--- config.mk ---
export PLATFORM = sky130hd
export DESIGN_NAME = smtr_readout
export DESIGN_NICKNAME = d
export VERILOG_FILES = /design/src/smtr_pkg.sv /design/src/smtr_readout.sv /design/src/smtr_sync.sv /design/src/smtr_converter.sv
export SDC_FILE = /design/constraint.sdc
export NUM_CORES = 1
export LEC_CHECK = 0
export BUFFER_PORTS_ARGS = -buffer_cell sky130_fd_sc_hd__buf_2
export CAP_MARGIN = 5
export CORE_UTILIZATION = 41
export CTS_CLUSTER_SIZE = 28
export DETAILED_ROUTE_END_ITERATION = 10
export PLACE_DENSITY_LB_ADDON = 0.12
export SLEW_MARGIN = 20
export SYNTH_ARGS = -nofsm -noshare
export SYNTH_HDL_FRONTEND = slang
export SYNTH_SLANG_ARGS = --single-unit
--- constraint.sdc ---
create_clock -name core_clk -period 4.3 [get_ports core_clk]
set_input_delay 0.86 -clock core_clk [delete_from_list [all_inputs] [get_ports core_clk]]
set_output_delay 0.86 -clock core_clk [all_outputs]
set_load 0.005 [all_outputs]
--- src/smtr_pkg.sv ---
// Shared constants, register map, state encodings and types for the SMBus temperature readout.
// Assumes a single 25 MHz core clock; all other rates are derived from it.
package smtr_pkg;

  // Register command codes
  localparam logic [7:0] REG_CH1_TEMP = 8'h00;
  localparam logic [7:0] REG_CH2_TEMP = 8'h01;
  localparam logic [7:0] REG_THERM_OFFSET = 8'h17;
  localparam logic [7:0] REG_LOCAL_FRAC = 8'h1e;

  // Reset and fixed read values
  localparam logic [7:0] OFFSET_RESET = 8'h00;
  localparam logic [7:0] PTR_RESET = 8'h00;
  localparam logic [7:0] UNMAPPED_READ = 8'h00;
  localparam logic [7:0] TEMP_ZERO = 8'h00;
  localparam logic [7:0] TEMP_MAX = 8'hff;

  // Data widths and field positions
  localparam int TEMP_W = 8;
  localparam int RAW_W = 12;
  localparam int FRAC_W = 3;
  localparam int FRAC_LSB = 5;
  localparam int SUM_W = 14; // Largest sense value plus largest offset must not wrap negative
  localparam logic [2:0] LAST_BIT = 3'h7;
  localparam logic [2:0] FIRST_BIT = 3'h0;
  localparam int ADDR_W = 7;

  // Timing
  localparam int CLK_HZ = 25_000_000;
  localparam int INTEG_TIME_MS = 120;
  localparam int INTEG_CYCLES = (CLK_HZ / 1000) * INTEG_TIME_MS;
  localparam logic [1:0] BOOT_DONE = 2'h3;

  // Tri-level address strap codes
  localparam logic [1:0] LVL_GND = 2'h0;
  localparam logic [1:0] LVL_FLOAT = 2'h1;
  localparam logic [1:0] LVL_VCC = 2'h2;
  localparam int LVL_COUNT = 3;

  // Nine selectable slave addresses, indexed by pin1 * 3 + pin0
  localparam logic [8:0][6:0] ADDR_TABLE = {
    7'h4e, 7'h4d, 7'h4c, 7'h2b, 7'h2a, 7'h29, 7'h1a, 7'h19, 7'h18
  };

  // Slave state machine, one-hot
  typedef enum logic [8:0] {
    SMTR_IDLE  = 9'h001,
    SMTR_ADDR  = 9'h002,
    SMTR_AACK  = 9'h004,
    SMTR_CMD   = 9'h008,
    SMTR_CACK  = 9'h010,
    SMTR_WDATA = 9'h020,
    SMTR_DACK  = 9'h040,
    SMTR_RBYTE = 9'h080,
    SMTR_RACK  = 9'h100
  } smtr_fsm_t;

endpackage

--- src/smtr_readout.sv ---
// Top of the SMBus temperature readout: byte-register slave, address straps and conversion results.
// Assumes the host drives SCL; SDA is open drain and resolved outside from the enable.
// Link pins are sampled by the 25 MHz core clock, far above the bus rate.
`timescale 1ns/1ps
`default_nettype none
// Operation
// - The slave answers only write byte, read byte, send byte and receive byte transfers.
// - A receive byte returns the register last picked by a command byte.
// - The slave address is one of nine values chosen by two tri-level strap pins.
// - Channel one and channel two results are readable at command codes 00h and 01h.
// - Each result is an unsigned byte with 1 degree per LSB and 128 degrees for the MSB.
// - Read data goes out on the data line most significant bit first.
// - Any result below zero degrees is stored as 00h.
// - Once started, the two channels are converted in turn, each result written at the end of its own window.
// - Each channel integrates for a nominal 120 ms before its result lands.
// - With a negative thermistor offset at 17h, a result below zero clips to zero.
// - The local channel also has a low byte of three fraction bits from 0.5 to 0.125 degree.
// - The thermistor result is the sense resistor voltage as a fraction of the reference.
// - Read byte is address with write, command byte, repeated start, address with read, one data byte.
module smtr_readout
  import smtr_pkg::*;
#(
  parameter int INTEG_CYCLES = smtr_pkg::INTEG_CYCLES
) (
  input wire logic core_clk, // Core clock, 25 MHz
  input wire logic rst, // Asynchronous reset, active high
  input wire logic smb_scl_in, // SMBus clock from the host
  input wire logic smb_sda_in, // SMBus data as seen on the wire
  output logic smb_sda_out, // SMBus data drive value, always low
  output logic smb_sda_oe_n, // Low while pulling SDA low
  input wire logic [1:0] addr_pin0_level, // Strap pin 0 level code
  input wire logic [1:0] addr_pin1_level, // Strap pin 1 level code
  input wire logic run_enable, // Starts continuous conversion
  input wire logic signed [smtr_pkg::RAW_W-1:0] local_raw, // Local sensor, eighths of a degree
  input wire logic [smtr_pkg::RAW_W-1:0] thermistor_sense_input, // Sense ratio across series_sense_resistor
  output logic conv_channel // Channel now integrating
);
  import smtr_pkg::*;

  localparam int SYNC_W = 7;

  typedef struct packed {
    smtr_fsm_t fsm;
    logic [2:0] bitcnt;
    logic byte_done;
    logic [7:0] shreg;
    logic rd_dir;
    logic [7:0] ptr;
    logic [7:0] offset;
    logic sda_oe_n;
    logic sda_out;
    logic scl_prev;
    logic sda_prev;
    logic [ADDR_W-1:0] slave_addr;
    logic addr_ok;
    logic [1:0] boot_cnt;
  } smtr_top_t;

  smtr_top_t s_ff;
  smtr_top_t nxt_s;
  logic [SYNC_W-1:0] sync_q;
  logic scl;
  logic sda;
  logic run_sync;
  logic [1:0] lvl0;
  logic [1:0] lvl1;
  logic scl_rise;
  logic scl_fall;
  logic start_det;
  logic stop_det;
  logic rx_done;
  logic [TEMP_W-1:0] ch1_temp;
  logic [TEMP_W-1:0] ch2_temp;
  logic [TEMP_W-1:0] local_frac;
  logic [TEMP_W-1:0] rd_byte;

  if (INTEG_CYCLES < 2) begin : g_bad_integ
    $error("smtr_readout: integration window must be at least two cycles");
  end

  // Strap level to table index; an undefined code is taken as floating
  function automatic logic [1:0] lvl_index(input logic [1:0] lvl);
    case (lvl)
      LVL_GND: lvl_index = 2'h0;
      LVL_VCC: lvl_index = 2'h2;
      default: lvl_index = 2'h1;
    endcase
  endfunction

  // Nine addresses from two three-state straps
  function automatic logic [ADDR_W-1:0] addr_lookup(input logic [1:0] p1, input logic [1:0] p0);
    logic [3:0] idx;
    idx = 4'(lvl_index(p1)) * 4'(LVL_COUNT) + 4'(lvl_index(p0));
    addr_lookup = ADDR_TABLE[idx];
  endfunction

  // Register read decode; unmapped codes read zero
  function automatic logic [TEMP_W-1:0] reg_read(input logic [7:0] code, input logic [7:0] c1,
                                                 input logic [7:0] c2, input logic [7:0] fr,
                                                 input logic [7:0] off);
    case (code)
      REG_CH1_TEMP: reg_read = c1;
      REG_CH2_TEMP: reg_read = c2;
      REG_LOCAL_FRAC: reg_read = fr;
      REG_THERM_OFFSET: reg_read = off;
      default: reg_read = UNMAPPED_READ;
    endcase
  endfunction

  // Pins from the link and the straps cross into the core domain
  smtr_sync #(
    .W(SYNC_W)
  ) u_sync (
    .core_clk(core_clk),
    .rst(rst),
    .async_in({run_enable, addr_pin1_level, addr_pin0_level, smb_sda_in, smb_scl_in}),
    .sync_out(sync_q)
  );

  assign scl = sync_q[0];
  assign sda = sync_q[1];
  assign lvl0 = sync_q[3:2];
  assign lvl1 = sync_q[5:4];
  assign run_sync = sync_q[6];

  // Conversion sequencer and result registers
  smtr_converter #(
    .INTEG_CYCLES(INTEG_CYCLES)
  ) u_conv (
    .core_clk(core_clk),
    .rst(rst),
    .run_enable(run_sync),
    .local_raw(local_raw),
    .thermistor_sense_input(thermistor_sense_input),
    .therm_offset(s_ff.offset),
    .ch1_temp(ch1_temp),
    .ch2_temp(ch2_temp),
    .local_frac(local_frac),
    .conv_channel(conv_channel)
  );

  // Bus events on synchronised pins; SDA changes only while SCL is low
  // Held off until the straps are caught: the synchroniser leaves reset low while the wire idles high
  assign scl_rise = s_ff.addr_ok & scl & ~s_ff.scl_prev;
  assign scl_fall = s_ff.addr_ok & ~scl & s_ff.scl_prev;
  assign start_det = s_ff.addr_ok & s_ff.scl_prev & scl & s_ff.sda_prev & ~sda;
  assign stop_det = s_ff.addr_ok & s_ff.scl_prev & scl & ~s_ff.sda_prev & sda;
  assign rx_done = scl_fall & s_ff.byte_done;

  // The whole byte is copied into the shifter at once, so a result update cannot split it
  assign rd_byte = reg_read(s_ff.ptr, ch1_temp, ch2_temp, local_frac, s_ff.offset);

  // Slave state machine and register writes
  always_comb begin
    nxt_s = s_ff;
    nxt_s.scl_prev = scl;
    nxt_s.sda_prev = sda;
    // Straps are caught a few edges after release, once the synchroniser holds them
    if (!s_ff.addr_ok) begin
      if (s_ff.boot_cnt == BOOT_DONE) begin
        nxt_s.slave_addr = addr_lookup(lvl1, lvl0);
        nxt_s.addr_ok = 1'b1;
      end else begin
        nxt_s.boot_cnt = s_ff.boot_cnt + 2'h1;
      end
    end
    // Receiving states share one bit shifter
    if ((s_ff.fsm == SMTR_ADDR || s_ff.fsm == SMTR_CMD || s_ff.fsm == SMTR_WDATA) &&
        scl_rise && !s_ff.byte_done) begin
      nxt_s.shreg = {s_ff.shreg[6:0], sda};
      if (s_ff.bitcnt == LAST_BIT) begin
        nxt_s.byte_done = 1'b1;
      end else begin
        nxt_s.bitcnt = s_ff.bitcnt + 3'h1;
      end
    end
    if (rx_done) begin
      nxt_s.byte_done = 1'b0;
      nxt_s.bitcnt = FIRST_BIT;
    end
    if (stop_det) begin
      nxt_s.fsm = SMTR_IDLE;
      nxt_s.sda_oe_n = 1'b1;
      nxt_s.byte_done = 1'b0;
    end else if (start_det) begin
      // Repeated start lands here too, which turns a command write into a read byte
      nxt_s.fsm = SMTR_ADDR;
      nxt_s.bitcnt = FIRST_BIT;
      nxt_s.byte_done = 1'b0;
      nxt_s.sda_oe_n = 1'b1;
    end else begin
      case (s_ff.fsm)
        SMTR_ADDR: begin
          if (rx_done) begin
            if (s_ff.addr_ok && s_ff.shreg[7:1] == s_ff.slave_addr) begin
              nxt_s.rd_dir = s_ff.shreg[0];
              nxt_s.sda_oe_n = 1'b0;
              nxt_s.fsm = SMTR_AACK;
            end else begin
              nxt_s.fsm = SMTR_IDLE;
            end
          end
        end
        SMTR_AACK: begin
          if (scl_fall) begin
            if (s_ff.rd_dir) begin
              // Receive byte and read byte both return the selected register
              nxt_s.shreg = rd_byte;
              nxt_s.sda_oe_n = rd_byte[7];
              nxt_s.bitcnt = FIRST_BIT;
              nxt_s.fsm = SMTR_RBYTE;
            end else begin
              nxt_s.sda_oe_n = 1'b1;
              nxt_s.fsm = SMTR_CMD;
            end
          end
        end
        SMTR_CMD: begin
          if (rx_done) begin
            nxt_s.ptr = s_ff.shreg;
            nxt_s.sda_oe_n = 1'b0;
            nxt_s.fsm = SMTR_CACK;
          end
        end
        SMTR_CACK: begin
          if (scl_fall) begin
            nxt_s.sda_oe_n = 1'b1;
            nxt_s.fsm = SMTR_WDATA; // Stop here ends a send byte
          end
        end
        SMTR_WDATA: begin
          if (rx_done) begin
            if (s_ff.ptr == REG_THERM_OFFSET) begin
              nxt_s.offset = s_ff.shreg;
            end
            nxt_s.sda_oe_n = 1'b0;
            nxt_s.fsm = SMTR_DACK;
          end
        end
        SMTR_DACK: begin
          // Only one data byte per write; extra bytes are not acknowledged
          if (scl_fall) begin
            nxt_s.sda_oe_n = 1'b1;
            nxt_s.fsm = SMTR_IDLE;
          end
        end
        SMTR_RBYTE: begin
          if (scl_fall) begin
            if (s_ff.bitcnt == LAST_BIT) begin
              nxt_s.sda_oe_n = 1'b1;
              nxt_s.fsm = SMTR_RACK;
            end else begin
              nxt_s.shreg = {s_ff.shreg[6:0], 1'b0};
              nxt_s.sda_oe_n = s_ff.shreg[6];
              nxt_s.bitcnt = s_ff.bitcnt + 3'h1;
            end
          end
        end
        SMTR_RACK: begin
          // Single-byte read: the host's acknowledge is not acted on
          if (scl_fall) begin
            nxt_s.fsm = SMTR_IDLE;
          end
        end
        SMTR_IDLE: begin
          nxt_s.sda_oe_n = 1'b1;
        end
        default: begin
          nxt_s.fsm = SMTR_IDLE;
          nxt_s.sda_oe_n = 1'b1;
        end
      endcase
    end
  end

  // State register; line idles high so the edge history starts high
  always_ff @(posedge core_clk or posedge rst) begin
    if (rst) begin
      s_ff.fsm <= SMTR_IDLE;
      s_ff.bitcnt <= FIRST_BIT;
      s_ff.byte_done <= 1'b0;
      s_ff.shreg <= 8'h00;
      s_ff.rd_dir <= 1'b0;
      s_ff.ptr <= PTR_RESET;
      s_ff.offset <= OFFSET_RESET;
      s_ff.sda_oe_n <= 1'b1;
      s_ff.sda_out <= 1'b0;
      s_ff.scl_prev <= 1'b1;
      s_ff.sda_prev <= 1'b1;
      s_ff.slave_addr <= 7'h00;
      s_ff.addr_ok <= 1'b0;
      s_ff.boot_cnt <= 2'h0;
    end else begin
      s_ff <= nxt_s;
    end
  end

  assign smb_sda_out = s_ff.sda_out;
  assign smb_sda_oe_n = s_ff.sda_oe_n;
endmodule
`default_nettype wire

--- src/smtr_sync.sv ---
// Two-flop synchroniser for a group of independent asynchronous levels.
// Assumes each bit is a slow level or a link signal far below the core clock rate.
`timescale 1ns/1ps
`default_nettype none
module smtr_sync #(
  parameter int W = 1
) (
  input wire logic core_clk, // Core clock
  input wire logic rst, // Asynchronous reset, active high
  input wire logic [W-1:0] async_in, // Levels from outside the domain
  output logic [W-1:0] sync_out // Synchronised levels
);
  typedef struct packed {
    logic [W-1:0] meta;
    logic [W-1:0] stable;
  } smtr_sync_t;

  smtr_sync_t s_ff;
  smtr_sync_t nxt_s;

  if (W < 1) begin : g_bad_width
    $error("smtr_sync: width must be at least one");
  end

  // Only the second stage reads the first; nothing else looks at it
  always_comb begin
    nxt_s = s_ff;
    nxt_s.meta = async_in;
    nxt_s.stable = s_ff.meta;
  end

  always_ff @(posedge core_clk or posedge rst) begin
    if (rst) begin
      s_ff <= '0;
    end else begin
      s_ff <= nxt_s;
    end
  end

  assign sync_out = s_ff.stable;
endmodule
`default_nettype wire

--- src/smtr_converter.sv ---
// Two-channel conversion sequencer with clipping and result registers.
// Assumes the analog front end presents a settled raw result at the end of each integration window.
`timescale 1ns/1ps
`default_nettype none
module smtr_converter
  import smtr_pkg::*;
#(
  parameter int INTEG_CYCLES = smtr_pkg::INTEG_CYCLES
) (
  input wire logic core_clk, // Core clock
  input wire logic rst, // Asynchronous reset, active high
  input wire logic run_enable, // Synchronised start request
  input wire logic signed [smtr_pkg::RAW_W-1:0] local_raw, // Local die temp, eighths of a degree
  input wire logic [smtr_pkg::RAW_W-1:0] thermistor_sense_input, // Sense ratio, eighths of an LSB
  input wire logic [smtr_pkg::TEMP_W-1:0] therm_offset, // Signed whole-degree offset
  output logic [smtr_pkg::TEMP_W-1:0] ch1_temp, // Local whole degrees
  output logic [smtr_pkg::TEMP_W-1:0] ch2_temp, // Thermistor result
  output logic [smtr_pkg::TEMP_W-1:0] local_frac, // Local fraction byte
  output logic conv_channel // Channel being integrated
);
  localparam int CNT_W = $clog2(INTEG_CYCLES);

  typedef struct packed {
    logic running;
    logic channel;
    logic [CNT_W-1:0] cnt;
    logic [TEMP_W-1:0] ch1;
    logic [TEMP_W-1:0] ch2;
    logic [TEMP_W-1:0] frac;
  } smtr_conv_t;

  smtr_conv_t s_ff;
  smtr_conv_t nxt_s;
  logic signed [SUM_W-1:0] local_sum;
  logic signed [SUM_W-1:0] therm_sum;

  if (INTEG_CYCLES < 2) begin : g_bad_integ
    $error("smtr_converter: integration window must be at least two cycles");
  end

  // Whole degrees of an eighths value; negatives to zero, overflow saturates
  function automatic logic [TEMP_W-1:0] clip_whole(input logic signed [SUM_W-1:0] v);
    if (v < 0) begin
      clip_whole = TEMP_ZERO;
    end else if (v[SUM_W-1:FRAC_W] > (SUM_W-FRAC_W)'(TEMP_MAX)) begin
      clip_whole = TEMP_MAX;
    end else begin
      clip_whole = v[TEMP_W+FRAC_W-1:FRAC_W];
    end
  endfunction

  // Fraction sits in the top three bits, low bits read zero
  function automatic logic [TEMP_W-1:0] clip_frac(input logic signed [SUM_W-1:0] v);
    if (v < 0) begin
      clip_frac = TEMP_ZERO;
    end else begin
      clip_frac = {v[FRAC_W-1:0], {FRAC_LSB{1'b0}}};
    end
  endfunction

  // Local data is already in eighths; thermistor gets the offset in eighths
  assign local_sum = {{(SUM_W-RAW_W){local_raw[RAW_W-1]}}, local_raw};
  assign therm_sum = $signed({{(SUM_W-RAW_W){1'b0}}, thermistor_sense_input}) +
                     $signed({{(SUM_W-TEMP_W-FRAC_W){therm_offset[TEMP_W-1]}}, therm_offset,
                              {FRAC_W{1'b0}}});

  // Sequencer: once started it alternates both channels forever
  always_comb begin
    nxt_s = s_ff;
    if (run_enable) begin
      nxt_s.running = 1'b1;
    end
    if (s_ff.running) begin
      if (s_ff.cnt == CNT_W'(INTEG_CYCLES - 1)) begin
        nxt_s.cnt = '0;
        nxt_s.channel = ~s_ff.channel;
        // Whole result written in one edge so no read sees half an update
        if (!s_ff.channel) begin
          nxt_s.ch1 = clip_whole(local_sum);
          nxt_s.frac = clip_frac(local_sum);
        end else begin
          nxt_s.ch2 = clip_whole(therm_sum);
        end
      end else begin
        nxt_s.cnt = s_ff.cnt + CNT_W'(1);
      end
    end
  end

  always_ff @(posedge core_clk or posedge rst) begin
    if (rst) begin
      s_ff <= '0;
    end else begin
      s_ff <= nxt_s;
    end
  end

  assign ch1_temp = s_ff.ch1;
  assign ch2_temp = s_ff.ch2;
  assign local_frac = s_ff.frac;
  assign conv_channel = s_ff.channel;
endmodule
`default_nettype wire

==> results.ini, run 1 <==
[critical_path]
critPathLaunchType = primary input
cpPeakStageDelay_ns = 0.45
cp_slowest_cell = or4_1
critPathTopFamily = compound AO/OA/AOI/OAI gates
crit_buf_inv = 2
critPathRequiredTime_ns = 4.52
reg2reg_from = u_conv.s_ff[26]
timing.rr.end = u_conv.ch1_temp[6]
cp-startpoint = thermistor_sense_input[3]
reg2reg_depth = 8
worstPathArrival_ns = 3.26
end_kind = flop
worstPathMaxFanout = 8
worstPathCellList = buf_2 -> ha_1 -> inv_1 -> fa_1 -> nor2b_1 -> o31a_1 -> o22ai_1 -> or4_1 -> o21a_1 -> a211oi_1 -> o21ai_0
worstSetupPathType = in -> reg
rrSetupSlack_ns = 1.47

[finish]
drive_above_1_share_pct = 14.7
nNetsFinal = 654
area.sequential_sq_um = 2680
multi_input_area_sq_um = 2820
syn2layout_area_growth_pct = 10.7
diodes = 0
fillers = 1288

[die]
die_y_microns = 119
die_area_sq_um = 14300
core-area_sq_um = 13300
rows = 42
die_x_microns = 119
start_util_pct = 42.4
io_pins = 36

[timing]
max_slew.worst_pin.slew_ns = 0.777
hold_viol = 0
rsz0062_at_grt = no
max_freq_ghz = 0.330
setup-tns-final_ns = 0
drv_slew = 0
fin_crit_ns = 3.03
skew_ns = 0.00671
fin_crit_sh_pct = 70.5
relSlewSlack_pct = 47.7
setup_viol = 0

[logic_synthesis]
ys_types = 65
ys_ff_latch = 107
syn-num-nets = 628
synth-edff-count = 0
synth_cells = 576
syn_area_sq_um = 5660
syn_area_per_cell_sq_um = 9.82
synth_ff_type = dfrtp_1
ys_seq_area_share_pct = 47.4
yosys_warnings = 0
async_reset_ff_share_pct = 100

[place]
place_hpwl_mm = 9.05
gp_congestion = 0.837
place.port_buffers = 31

[hold_path]
hold_end = u_sync.sync_out[6]
hp-start = u_sync.nxt_s[6]
hold_path_class = reg -> reg
min_path_cells = 0

[detailed_routing]
routed_wl_mm = 12.2
antenna_left = 0
via_per_inst = 5.41
drtIter0Drc = 207
drc = 0
vias = 4236
drt_first_pass_iters = 6
wl_per_cell_microns = 15.6

[pwr]
p_total_mw = 2.07
irDropWorstVdd_uv = 195
total_leakage_power_nw = 2.79
powerDensity_nw_per_um2 = 330

[cts]
worst_skew_pair.late_latency_ns = 0.35
clock-root-buffer = clkbuf_16
hold_buffers = 0
htree_levels = 3
cts_tree = done
cts_setup_buffers = 0
cts.clk_slew.worst_paths_ns = 0.07
cts_max_path_buffers = 2
cts.sinks = 107
cts_made_buffers = 9
cts_resized = 0

[outcome]
status = complete, no violations

[global_routing]
grt_pass1_vias = 4171
grt_pass1_wl_mm = 20.7
grtUsageTotal_pct = 18.5
grt_overflow = 0
antenna_found_initial = 0
grt_max_degree = 46

[job]
drv_cap = 0

synthesized netlist by cell type, drive strengths merged, types with 5 or more instances:
| cell | instances | share of area (%) |
|---|---|---|
| buf | 5 | 0.51 |
| nand2b | 22 | 2.4 |
| nor4 | 9 | 1.5 |
| ha | 18 | 4.0 |
| o21a | 5 | 0.66 |
| nand2 | 70 | 4.6 |
| o21ai | 49 | 4.3 |
| dfrtp | 103 | 46 |
| nand3 | 17 | 1.5 |
| nor2 | 41 | 2.8 |
| clkbuf | 15 | 1.0 |
| or4 | 5 | 0.66 |
| nor2b | 6 | 0.66 |
| or3 | 5 | 0.55 |
| mux2 | 18 | 3.6 |
| nand4 | 12 | 1.3 |
| xor2 | 14 | 2.2 |
| or2 | 5 | 0.55 |
| a22oi | 5 | 0.66 |
| inv | 19 | 1.3 |
| xnor2 | 19 | 2.9 |
| a21oi | 21 | 1.9 |
| nor3 | 19 | 1.8 |
| mux2i | 17 | 3.0 |
| and3 | 6 | 0.66 |
power breakdown:
| group | internal [mW] | switching (mW) | total, mW |
|---|---|---|---|
| clock network | 0.423 | 0.364 | 0.787 |
| registers | 1.06 | 0.0490 | 1.10 |
| logic | 0.0787 | 0.0987 | 0.177 |
kinds of logic after synthesis:
| group | after synthesis | synth area share [%] |
|---|---|---|
| simple gates | 232 | 21.3 |
| compound gates | 110 | 12.4 |
| flops | 107 | 47.4 |
| buf+inv | 39 | 2.77 |
| mux | 35 | 6.59 |
| xor+xnor | 33 | 5.11 |
| fa+ha+maj | 19 | 4.34 |
| other cells | 1 | 0.0663 |
registers in the layout, indices dropped and copies added, names as in the netlist:
name	cells
s_ff	49
u_conv.s_ff	23
u_conv.ch1_temp	8
u_conv.ch2_temp	8
u_sync.nxt_s	7
u_sync.sync_out	7
u_conv.local_frac	3
smb_sda_oe_n	1
u_conv.conv_channel	1
metal layers:
metal  up-vias  wire (microns)  global-route usage, %
met4         0             210                   6.17
met2        80            5600                   29.1
met5         -               0                      0
li1       2090               -                      -
met3        15             497                   3.74
met1      2051            5880                   25.4
worst max path at each step:
stage	endpoint	slack, ns	cells after the start
3_5_place_dp	u_conv.ch2_temp[7]	0.94	11
6_report	u_conv.ch2_temp[7]	1.27	11
3_3_place_gp	u_conv.ch2_temp[7]	1.02	11
4_1_cts	u_conv.ch2_temp[7]	1.31	11
2_1_floorplan	s_ff[0]	0.63	1
5_1_grt	u_conv.ch2_temp[6]	1.11	11
cell usage in the layout, fill, tap and decap left out, drive strengths merged, types with 4 or more instances in the layout:
master	netlist	final
nor3	19	19
nand3	17	17
or4	5	5
dfstp	4	4
nor2b	6	6
ha	18	18
mux2i	17	17
o21ai	49	49
xnor2	19	19
inv	19	19
mux2	18	18
or3	5	5
xor2	14	14
nand2b	22	22
and3	6	6
nor4	9	9
nand4	12	12
buf	5	35
o22ai	4	4
a21oi	21	21
or2	5	5
and2	4	4
nor2	41	41
a22oi	5	5
o21a	5	5
clkbuf	15	12
nand2	70	70
dfrtp	103	103
worst reg2reg max path, delay by kind of cell, from the launching register on:
| kind | cells | cell delay (ns) |
|---|---|---|
| AO/OA/AOI/OAI | 1 | 0.09 |
| flip-flops | 1 | 0.41 |
| AND/OR/NAND/NOR | 6 | 2.01 |
| buffers and inverters | 1 | 0.19 |
stage by stage:
step	hold WS, ns	setup WS, ns	area, sq um	util (%)	std cells
finish	0.349	1.27	6260	46.9	783
global placement	0.332	1.02	5980	44.8	767
detailed placement	0.335	0.942	5980	44.8	767
floorplan	0.331	0.629	5660	-	576
CTS	0.350	1.31	6260	46.9	783
global route	0.361	1.11	6260	46.9	783
area by class of cell:
class | count | share of cell area [%]
clock inverters | 4 | 0.400
flip-flops and latches | 107 | 42.9
inverters | 19 | 1.18
repair buffers | 35 | 2.96
well taps | 176 | 3.52
multi-input cells | 430 | 45.0
clock buffers | 12 | 4.10
(Power assumes the default switching activity.)
==> run 2, diff against run 1 <==
clock period = 2.6 ns   (was 4.3 ns; I/O delays follow)
==> results.ini, run 2 (synthesized netlist as in run 1, its figures left out) <==
[detailed_routing]
drt_first_pass_iters = 4  ; -2
wl_per_cell_microns = 15.6  ; +0.48%
drtIter0Drc = 207  ; unchanged
routed_wl_mm = 12.6  ; +3.6%
drc = 0  ; unchanged
via_per_inst = 5.34  ; -1.3%
antenna_left = 0  ; unchanged
vias = 4307  ; +1.7%

[cts]
cts.sinks = 107  ; unchanged
hold_buffers = 0  ; unchanged
cts.clk_slew.worst_paths_ns = 0.07  ; about the same
cts_max_path_buffers = 2  ; unchanged
worst_skew_pair.late_latency_ns = 0.36  ; about the same
clock-root-buffer = clkbuf_16
cts_made_buffers = 9  ; unchanged
cts_tree = done
htree_levels = 3  ; unchanged

[timing]
hold_viol = 0  ; unchanged
fin_crit_ns = 2.46
hold_slack_ns = 0.269  ; -0.0801 ns
setup_viol = 0  ; unchanged
skew_ns = 0.0117  ; +0.00499 ns
drv_slew = 0  ; unchanged
max_freq_ghz = 0.407
fin_crit_sh_pct = 94.5
rsz0062_at_grt = no
relSlewSlack_pct = 60.6  ; +13 points
max_slew.worst_pin.slew_ns = 0.591  ; -0.186 ns

[place]
place_hpwl_mm = 9.24  ; +2.1%
dp_cells = 789  ; +2.9%
place.port_buffers = 31  ; unchanged
gp_congestion = 0.855  ; +2.1%

[hold_path]
hp-start = run_enable
hold_path_class = in -> reg
min_path_cells = 1  ; +1
hold_end = u_sync.nxt_s[6]

[pwr]
irDropWorstVdd_uv = 326  ; +67%
total_leakage_power_nw = 2.96  ; +6.1%
powerDensity_nw_per_um2 = 558  ; +69%
p_total_mw = 3.66  ; +77%

[global_routing]
grt_overflow = 0  ; unchanged
grtUsageMet3_pct = 3.11  ; -0.62 points
antenna_found_initial = 0  ; unchanged
gr-usage-met2_pct = 30.3  ; +1.2 points
grt_max_degree = 108  ; +130%
grt_pass1_wl_mm = 21.9  ; +5.8%
grtUsageTotal_pct = 19.5  ; +0.94 points
gr-usage-met1_pct = 26.9  ; +1.5 points
grt-busiest-layer = met2
grt_pass1_vias = 4361  ; +4.6%

[critical_path]
end_kind = flop
worstSetupPathType = reg -> reg
worstPathMaxFanout = 8  ; unchanged
critPathLaunchType = flop
rrSetupSlack_ns = 0.14  ; -1.33 ns
worstPathArrival_ns = 2.72  ; -0.54 ns
timing.rr.end = u_conv.ch2_temp[0]
reg2reg_from = s_ff[14]
reg2reg_depth = 12  ; +4
critPathRequiredTime_ns = 2.86  ; -1.66 ns

[finish]
final_core_util_pct = 49.2  ; +2.3 points
layout_common_cells = 103 x dfrtp_1, 70 x nand2_1, 44 x o21ai_0, 39 x nor2_1, 31 x buf_2
fillers = 1282  ; -0.47%
syn2layout_area_growth_pct = 16.0
diodes = 0  ; unchanged
final_common_cell = dfrtp_1
stdcell_count = 807  ; +3.1%
area.sequential_sq_um = 2680  ; unchanged
nNetsFinal = 678  ; +3.7%
drive_above_1_share_pct = 18.9  ; +4.2 points
largest_reg_flops = 49  ; unchanged
regMostFlops = s_ff
multi_input_area_sq_um = 2850  ; +1.3%
largestRegisters = s_ff (49), u_conv.s_ff (23)

[die]
core-area_sq_um = 13300  ; unchanged
io_pins = 36  ; unchanged
die_area_sq_um = 14300  ; unchanged
rows = 42  ; unchanged
die_y_microns = 119  ; unchanged
die_x_microns = 119  ; unchanged
start_util_pct = 42.4  ; unchanged

[job]
drv_cap = 0  ; unchanged

[outcome]
status = complete, no violations

run 2: cell types whose count changed in the layout (fill, tap and decap cells not counted), moves of 2 or more:
cell	change
bufinv_16	+2
buf_4	+22
o21ai_0	-5
clkinv_2	-2
buf_12	+2
o21ai_1	+5
run 2: cell type report:
| cell class | count | area share, % |
|---|---|---|
| Tap cell | 176 | 3.36 |
| Clock inverter | 3 | 1.05 |
| Timing Repair Buffer | 59 | 5.95 |
| Sequential cell | 107 | 40.9 |
| Multi-Input combinational cell | 430 | 43.5 |
| Inverter | 19 | 1.14 |
| Clock buffer | 13 | 4.12 |
run 2: critical path, stage by stage, from the launching register on:
cell and delay (ns):
dfrtp_1 0.36, ha_1 0.18, inv_1 0.06, fa_2 0.35
nor2b_2 0.13, o31a_1 0.16, o22ai_1 0.12, buf_4 0.17
o21a_1 0.19, xnor2_2 0.18, nand4_1 0.11, buf_4 0.19
o21ai_1 0.16
run 2: layer usage:
metal	up-vias	wire length, microns
li1	2143	-
met1	2065	6140
met2	80	5820
met3	19	423
met4	0	250
met5	-	0
run 2: worst max path at each step:
stage                               endpoint                       from  depth (start not counted)  slack, ns
after floorplan           u_conv.ch2_temp[1]  thermistor_sense_input[3]                         10       0.04
after global routing      u_conv.ch2_temp[3]                   s_ff[14]                         12       0.02
final                     u_conv.ch2_temp[0]                   s_ff[14]                         12       0.14
after CTS                 u_conv.ch2_temp[1]                   s_ff[14]                         12       0.02
after global placement    u_conv.ch2_temp[0]  thermistor_sense_input[3]                         12      -0.17
after detailed placement  u_conv.ch2_temp[0]  thermistor_sense_input[3]                         12      -0.33
run 2: where the power goes:
part	switching, mW	internal [mW]	leakage (nW)
Sequential	0.0812	1.74	1.30
Combinational	0.165	0.140	1.50
Clock	0.604	0.925	0.166
run 2: metrics by stage:
stage	instance area (sq um)	worst slack (ns)	setup TNS, ns
after floorplan	5660	0.0440	0
after global placement	6170	-0.169	-1.28
after detailed placement	6170	-0.332	-2.46
after CTS	6530	0.0220	0
after global routing	6560	0.0175	0
final	6560	0.142	0
run 2: repair_timing:
item | 4_1_cts | 5_1_grt
resized for setup | 4 | 9
setup buffers | 1 | 1
setup endpoints to repair | 8 | 9
endpoints found under the hold margin | 0 | 0
pin swaps | 1 | 0
==> run 3, diff against run 2 <==
MAX_ROUTING_LAYER = met4   (was default)
==> results.ini, run 3 (synthesized netlist as in run 1, its figures left out) <==
[critical_path]
cpPeakStageDelay_ns = 0.36  ; about the same
end_kind = flop
worstSetupPathType = reg -> reg
worstPathMaxFanout = 8  ; unchanged
reg2reg_from = s_ff[14]
critPathLaunchType = flop
timing.rr.end = u_conv.ch2_temp[0]
critPathRequiredTime_ns = 2.86  ; about the same
critPathTopFamily = compound AO/OA/AOI/OAI gates
rrSetupSlack_ns = 0.15  ; about the same
crit_buf_inv = 3  ; unchanged
cp_slowest_cell = dfrtp_1
worstPathArrival_ns = 2.72  ; about the same
reg2reg_depth = 12  ; unchanged
worstPathCellList = ha_1 -> inv_1 -> fa_2 -> nor2b_2 -> o31a_1 -> o22ai_1 -> buf_4 -> o21a_1 -> xnor2_2 -> nand4_1 -> buf_4 -> o21ai_1
critPathMostFrequentCell = buf_4

[cts]
worst_skew_pair.late_latency_ns = 0.36  ; about the same
clock-root-buffer = clkbuf_16
htree_levels = 3  ; unchanged
cts_made_buffers = 9  ; unchanged
cts.sinks = 107  ; unchanged
cts_tree = done
cts.clk_slew.worst_paths_ns = 0.07  ; about the same
cts_max_path_buffers = 2  ; unchanged

[finish]
largest_reg_flops = 49  ; unchanged
final_core_util_pct = 49.2  ; unchanged
regMostFlops = s_ff
layout_common_cells = 103 x dfrtp_1, 70 x nand2_1, 44 x o21ai_0, 39 x nor2_1, 31 x buf_2
syn2layout_area_growth_pct = 16.0  ; unchanged
largestRegisters = s_ff (49), u_conv.s_ff (23)
diodes = 0  ; unchanged
stdcell_count = 807  ; unchanged
fillers = 1282  ; unchanged
design_area_sq_um = 6560  ; unchanged
final_common_cell = dfrtp_1
nNetsFinal = 678  ; unchanged
drive_above_1_share_pct = 18.9  ; unchanged

[detailed_routing]
routed_wl_mm = 12.6  ; about the same
antenna_left = 0  ; unchanged
drtIter0Drc = 199  ; -3.9%
drc = 0  ; unchanged
via_per_inst = 5.35  ; +0.33%
vias = 4321  ; +0.33%
drt_first_pass_iters = 4  ; unchanged
wl_per_cell_microns = 15.6  ; about the same

[hold_path]
hp-start = run_enable
hold_end = u_sync.nxt_s[6]
hold_path_class = in -> reg
min_path_cells = 1  ; unchanged

[timing]
fin_crit_ns = 2.45  ; -0.00531 ns
max_freq_ghz = 0.408  ; +0.22%
skew_ns = 0.0114  ; -0.000267 ns
hold_slack_ns = 0.269  ; -0.000169 ns
fin_crit_sh_pct = 94.3  ; -0.20 points
max_slew.worst_pin.slew_ns = 0.591  ; -0.000288 ns
drv_slew = 0  ; unchanged
setup_viol = 0  ; unchanged
hold_viol = 0  ; unchanged
relSlewSlack_pct = 60.6  ; about the same
rsz0062_at_grt = no

[die]
rows = 42  ; unchanged
die_x_microns = 119  ; unchanged
die_area_sq_um = 14300  ; unchanged
io_pins = 36  ; unchanged
start_util_pct = 42.4  ; unchanged
core-area_sq_um = 13300  ; unchanged
die_y_microns = 119  ; unchanged

[global_routing]
grtUsageTotal_pct = 20.0  ; +0.55 points
grt_pass1_wl_mm = 21.9  ; unchanged
grt_max_degree = 108  ; unchanged
grt_pass1_vias = 4357  ; -0.092%
antenna_found_initial = 0  ; unchanged
grt_overflow = 0  ; unchanged

[outcome]
status = complete, no violations

[job]
drv_cap = 0  ; unchanged

[pwr]
powerDensity_nw_per_um2 = 557  ; about the same
total_leakage_power_nw = 2.96  ; unchanged
irDropWorstVdd_uv = 326  ; about the same

[place]
dpl_cell_area_sq_um = 6170  ; unchanged
dp_cells = 789  ; unchanged
place.port_buffers = 31  ; unchanged
place_hpwl_mm = 9.24  ; unchanged
gp_congestion = 0.869  ; +1.6%

==> run 3: per-layer routing <==
metal | track usage, % | up-vias | wire, microns
met5 | - | - | 0
met4 | 7.97 | 0 | 249
met3 | 3.11 | 19 | 392
met1 | 26.9 | 2079 | 6150
li1 | - | 2140 | -
met2 | 30.3 | 83 | 5820
==> run 3: worst register-to-register path, cell delays in order (launching register included) <==
cell	delay [ns]
dfrtp_1	0.36
ha_1	0.18
inv_1	0.06
fa_2	0.35
nor2b_2	0.13
o31a_1	0.16
o22ai_1	0.12
buf_4	0.17
o21a_1	0.19
xnor2_2	0.18
nand4_1	0.11
buf_4	0.19
o21ai_1	0.16
==> run 3: cell type report <==
cell class	count	area (sq um)	share of cell area, %
Tap cell	176	220	3.36
Inverter	19	75.1	1.14
Multi-Input combinational cell	430	2850	43.5
Clock buffer	13	270	4.12
Sequential cell	107	2680	40.9
Clock inverter	3	68.8	1.05
Timing Repair Buffer	59	390	5.95
==> run 3: how the worst max path moves through the flow <==
stage | cells past startpoint | startpoint | end
6_report | 12 | s_ff[14] | u_conv.ch2_temp[0]
5_1_grt | 12 | s_ff[14] | u_conv.ch2_temp[3]
4_1_cts | 12 | s_ff[14] | u_conv.ch2_temp[1]
3_5_place_dp | 12 | thermistor_sense_input[3] | u_conv.ch2_temp[0]
3_3_place_gp | 12 | thermistor_sense_input[3] | u_conv.ch2_temp[0]
2_1_floorplan | 10 | thermistor_sense_input[3] | u_conv.ch2_temp[1]
==> run 3: repair_timing <==
action,in CTS,in global routing
hold buffers,0,0
pin swaps,1,0
buffers inserted,1,1
endpoints found under the setup margin,8,9
resized for setup,4,9
==> run 3: through the flow <==
stage,TNS [ns],setup slack [ns],power [mW]
2_1_floorplan,0,0.0440,2.06
3_3_place_gp,-1.28,-0.169,2.15
3_5_place_dp,-2.46,-0.332,2.16
4_1_cts,0,0.0220,3.70
5_1_grt,0,0.0189,3.83
6_report,0,0.148,3.66
==> run 3: where the power goes <==
part,leakage (nW),switching [mW],internal [mW],total [mW]
Combinational,1.50,0.165,0.140,0.305
Clock,0.166,0.602,0.925,1.53
Sequential,1.30,0.0809,1.74,1.83
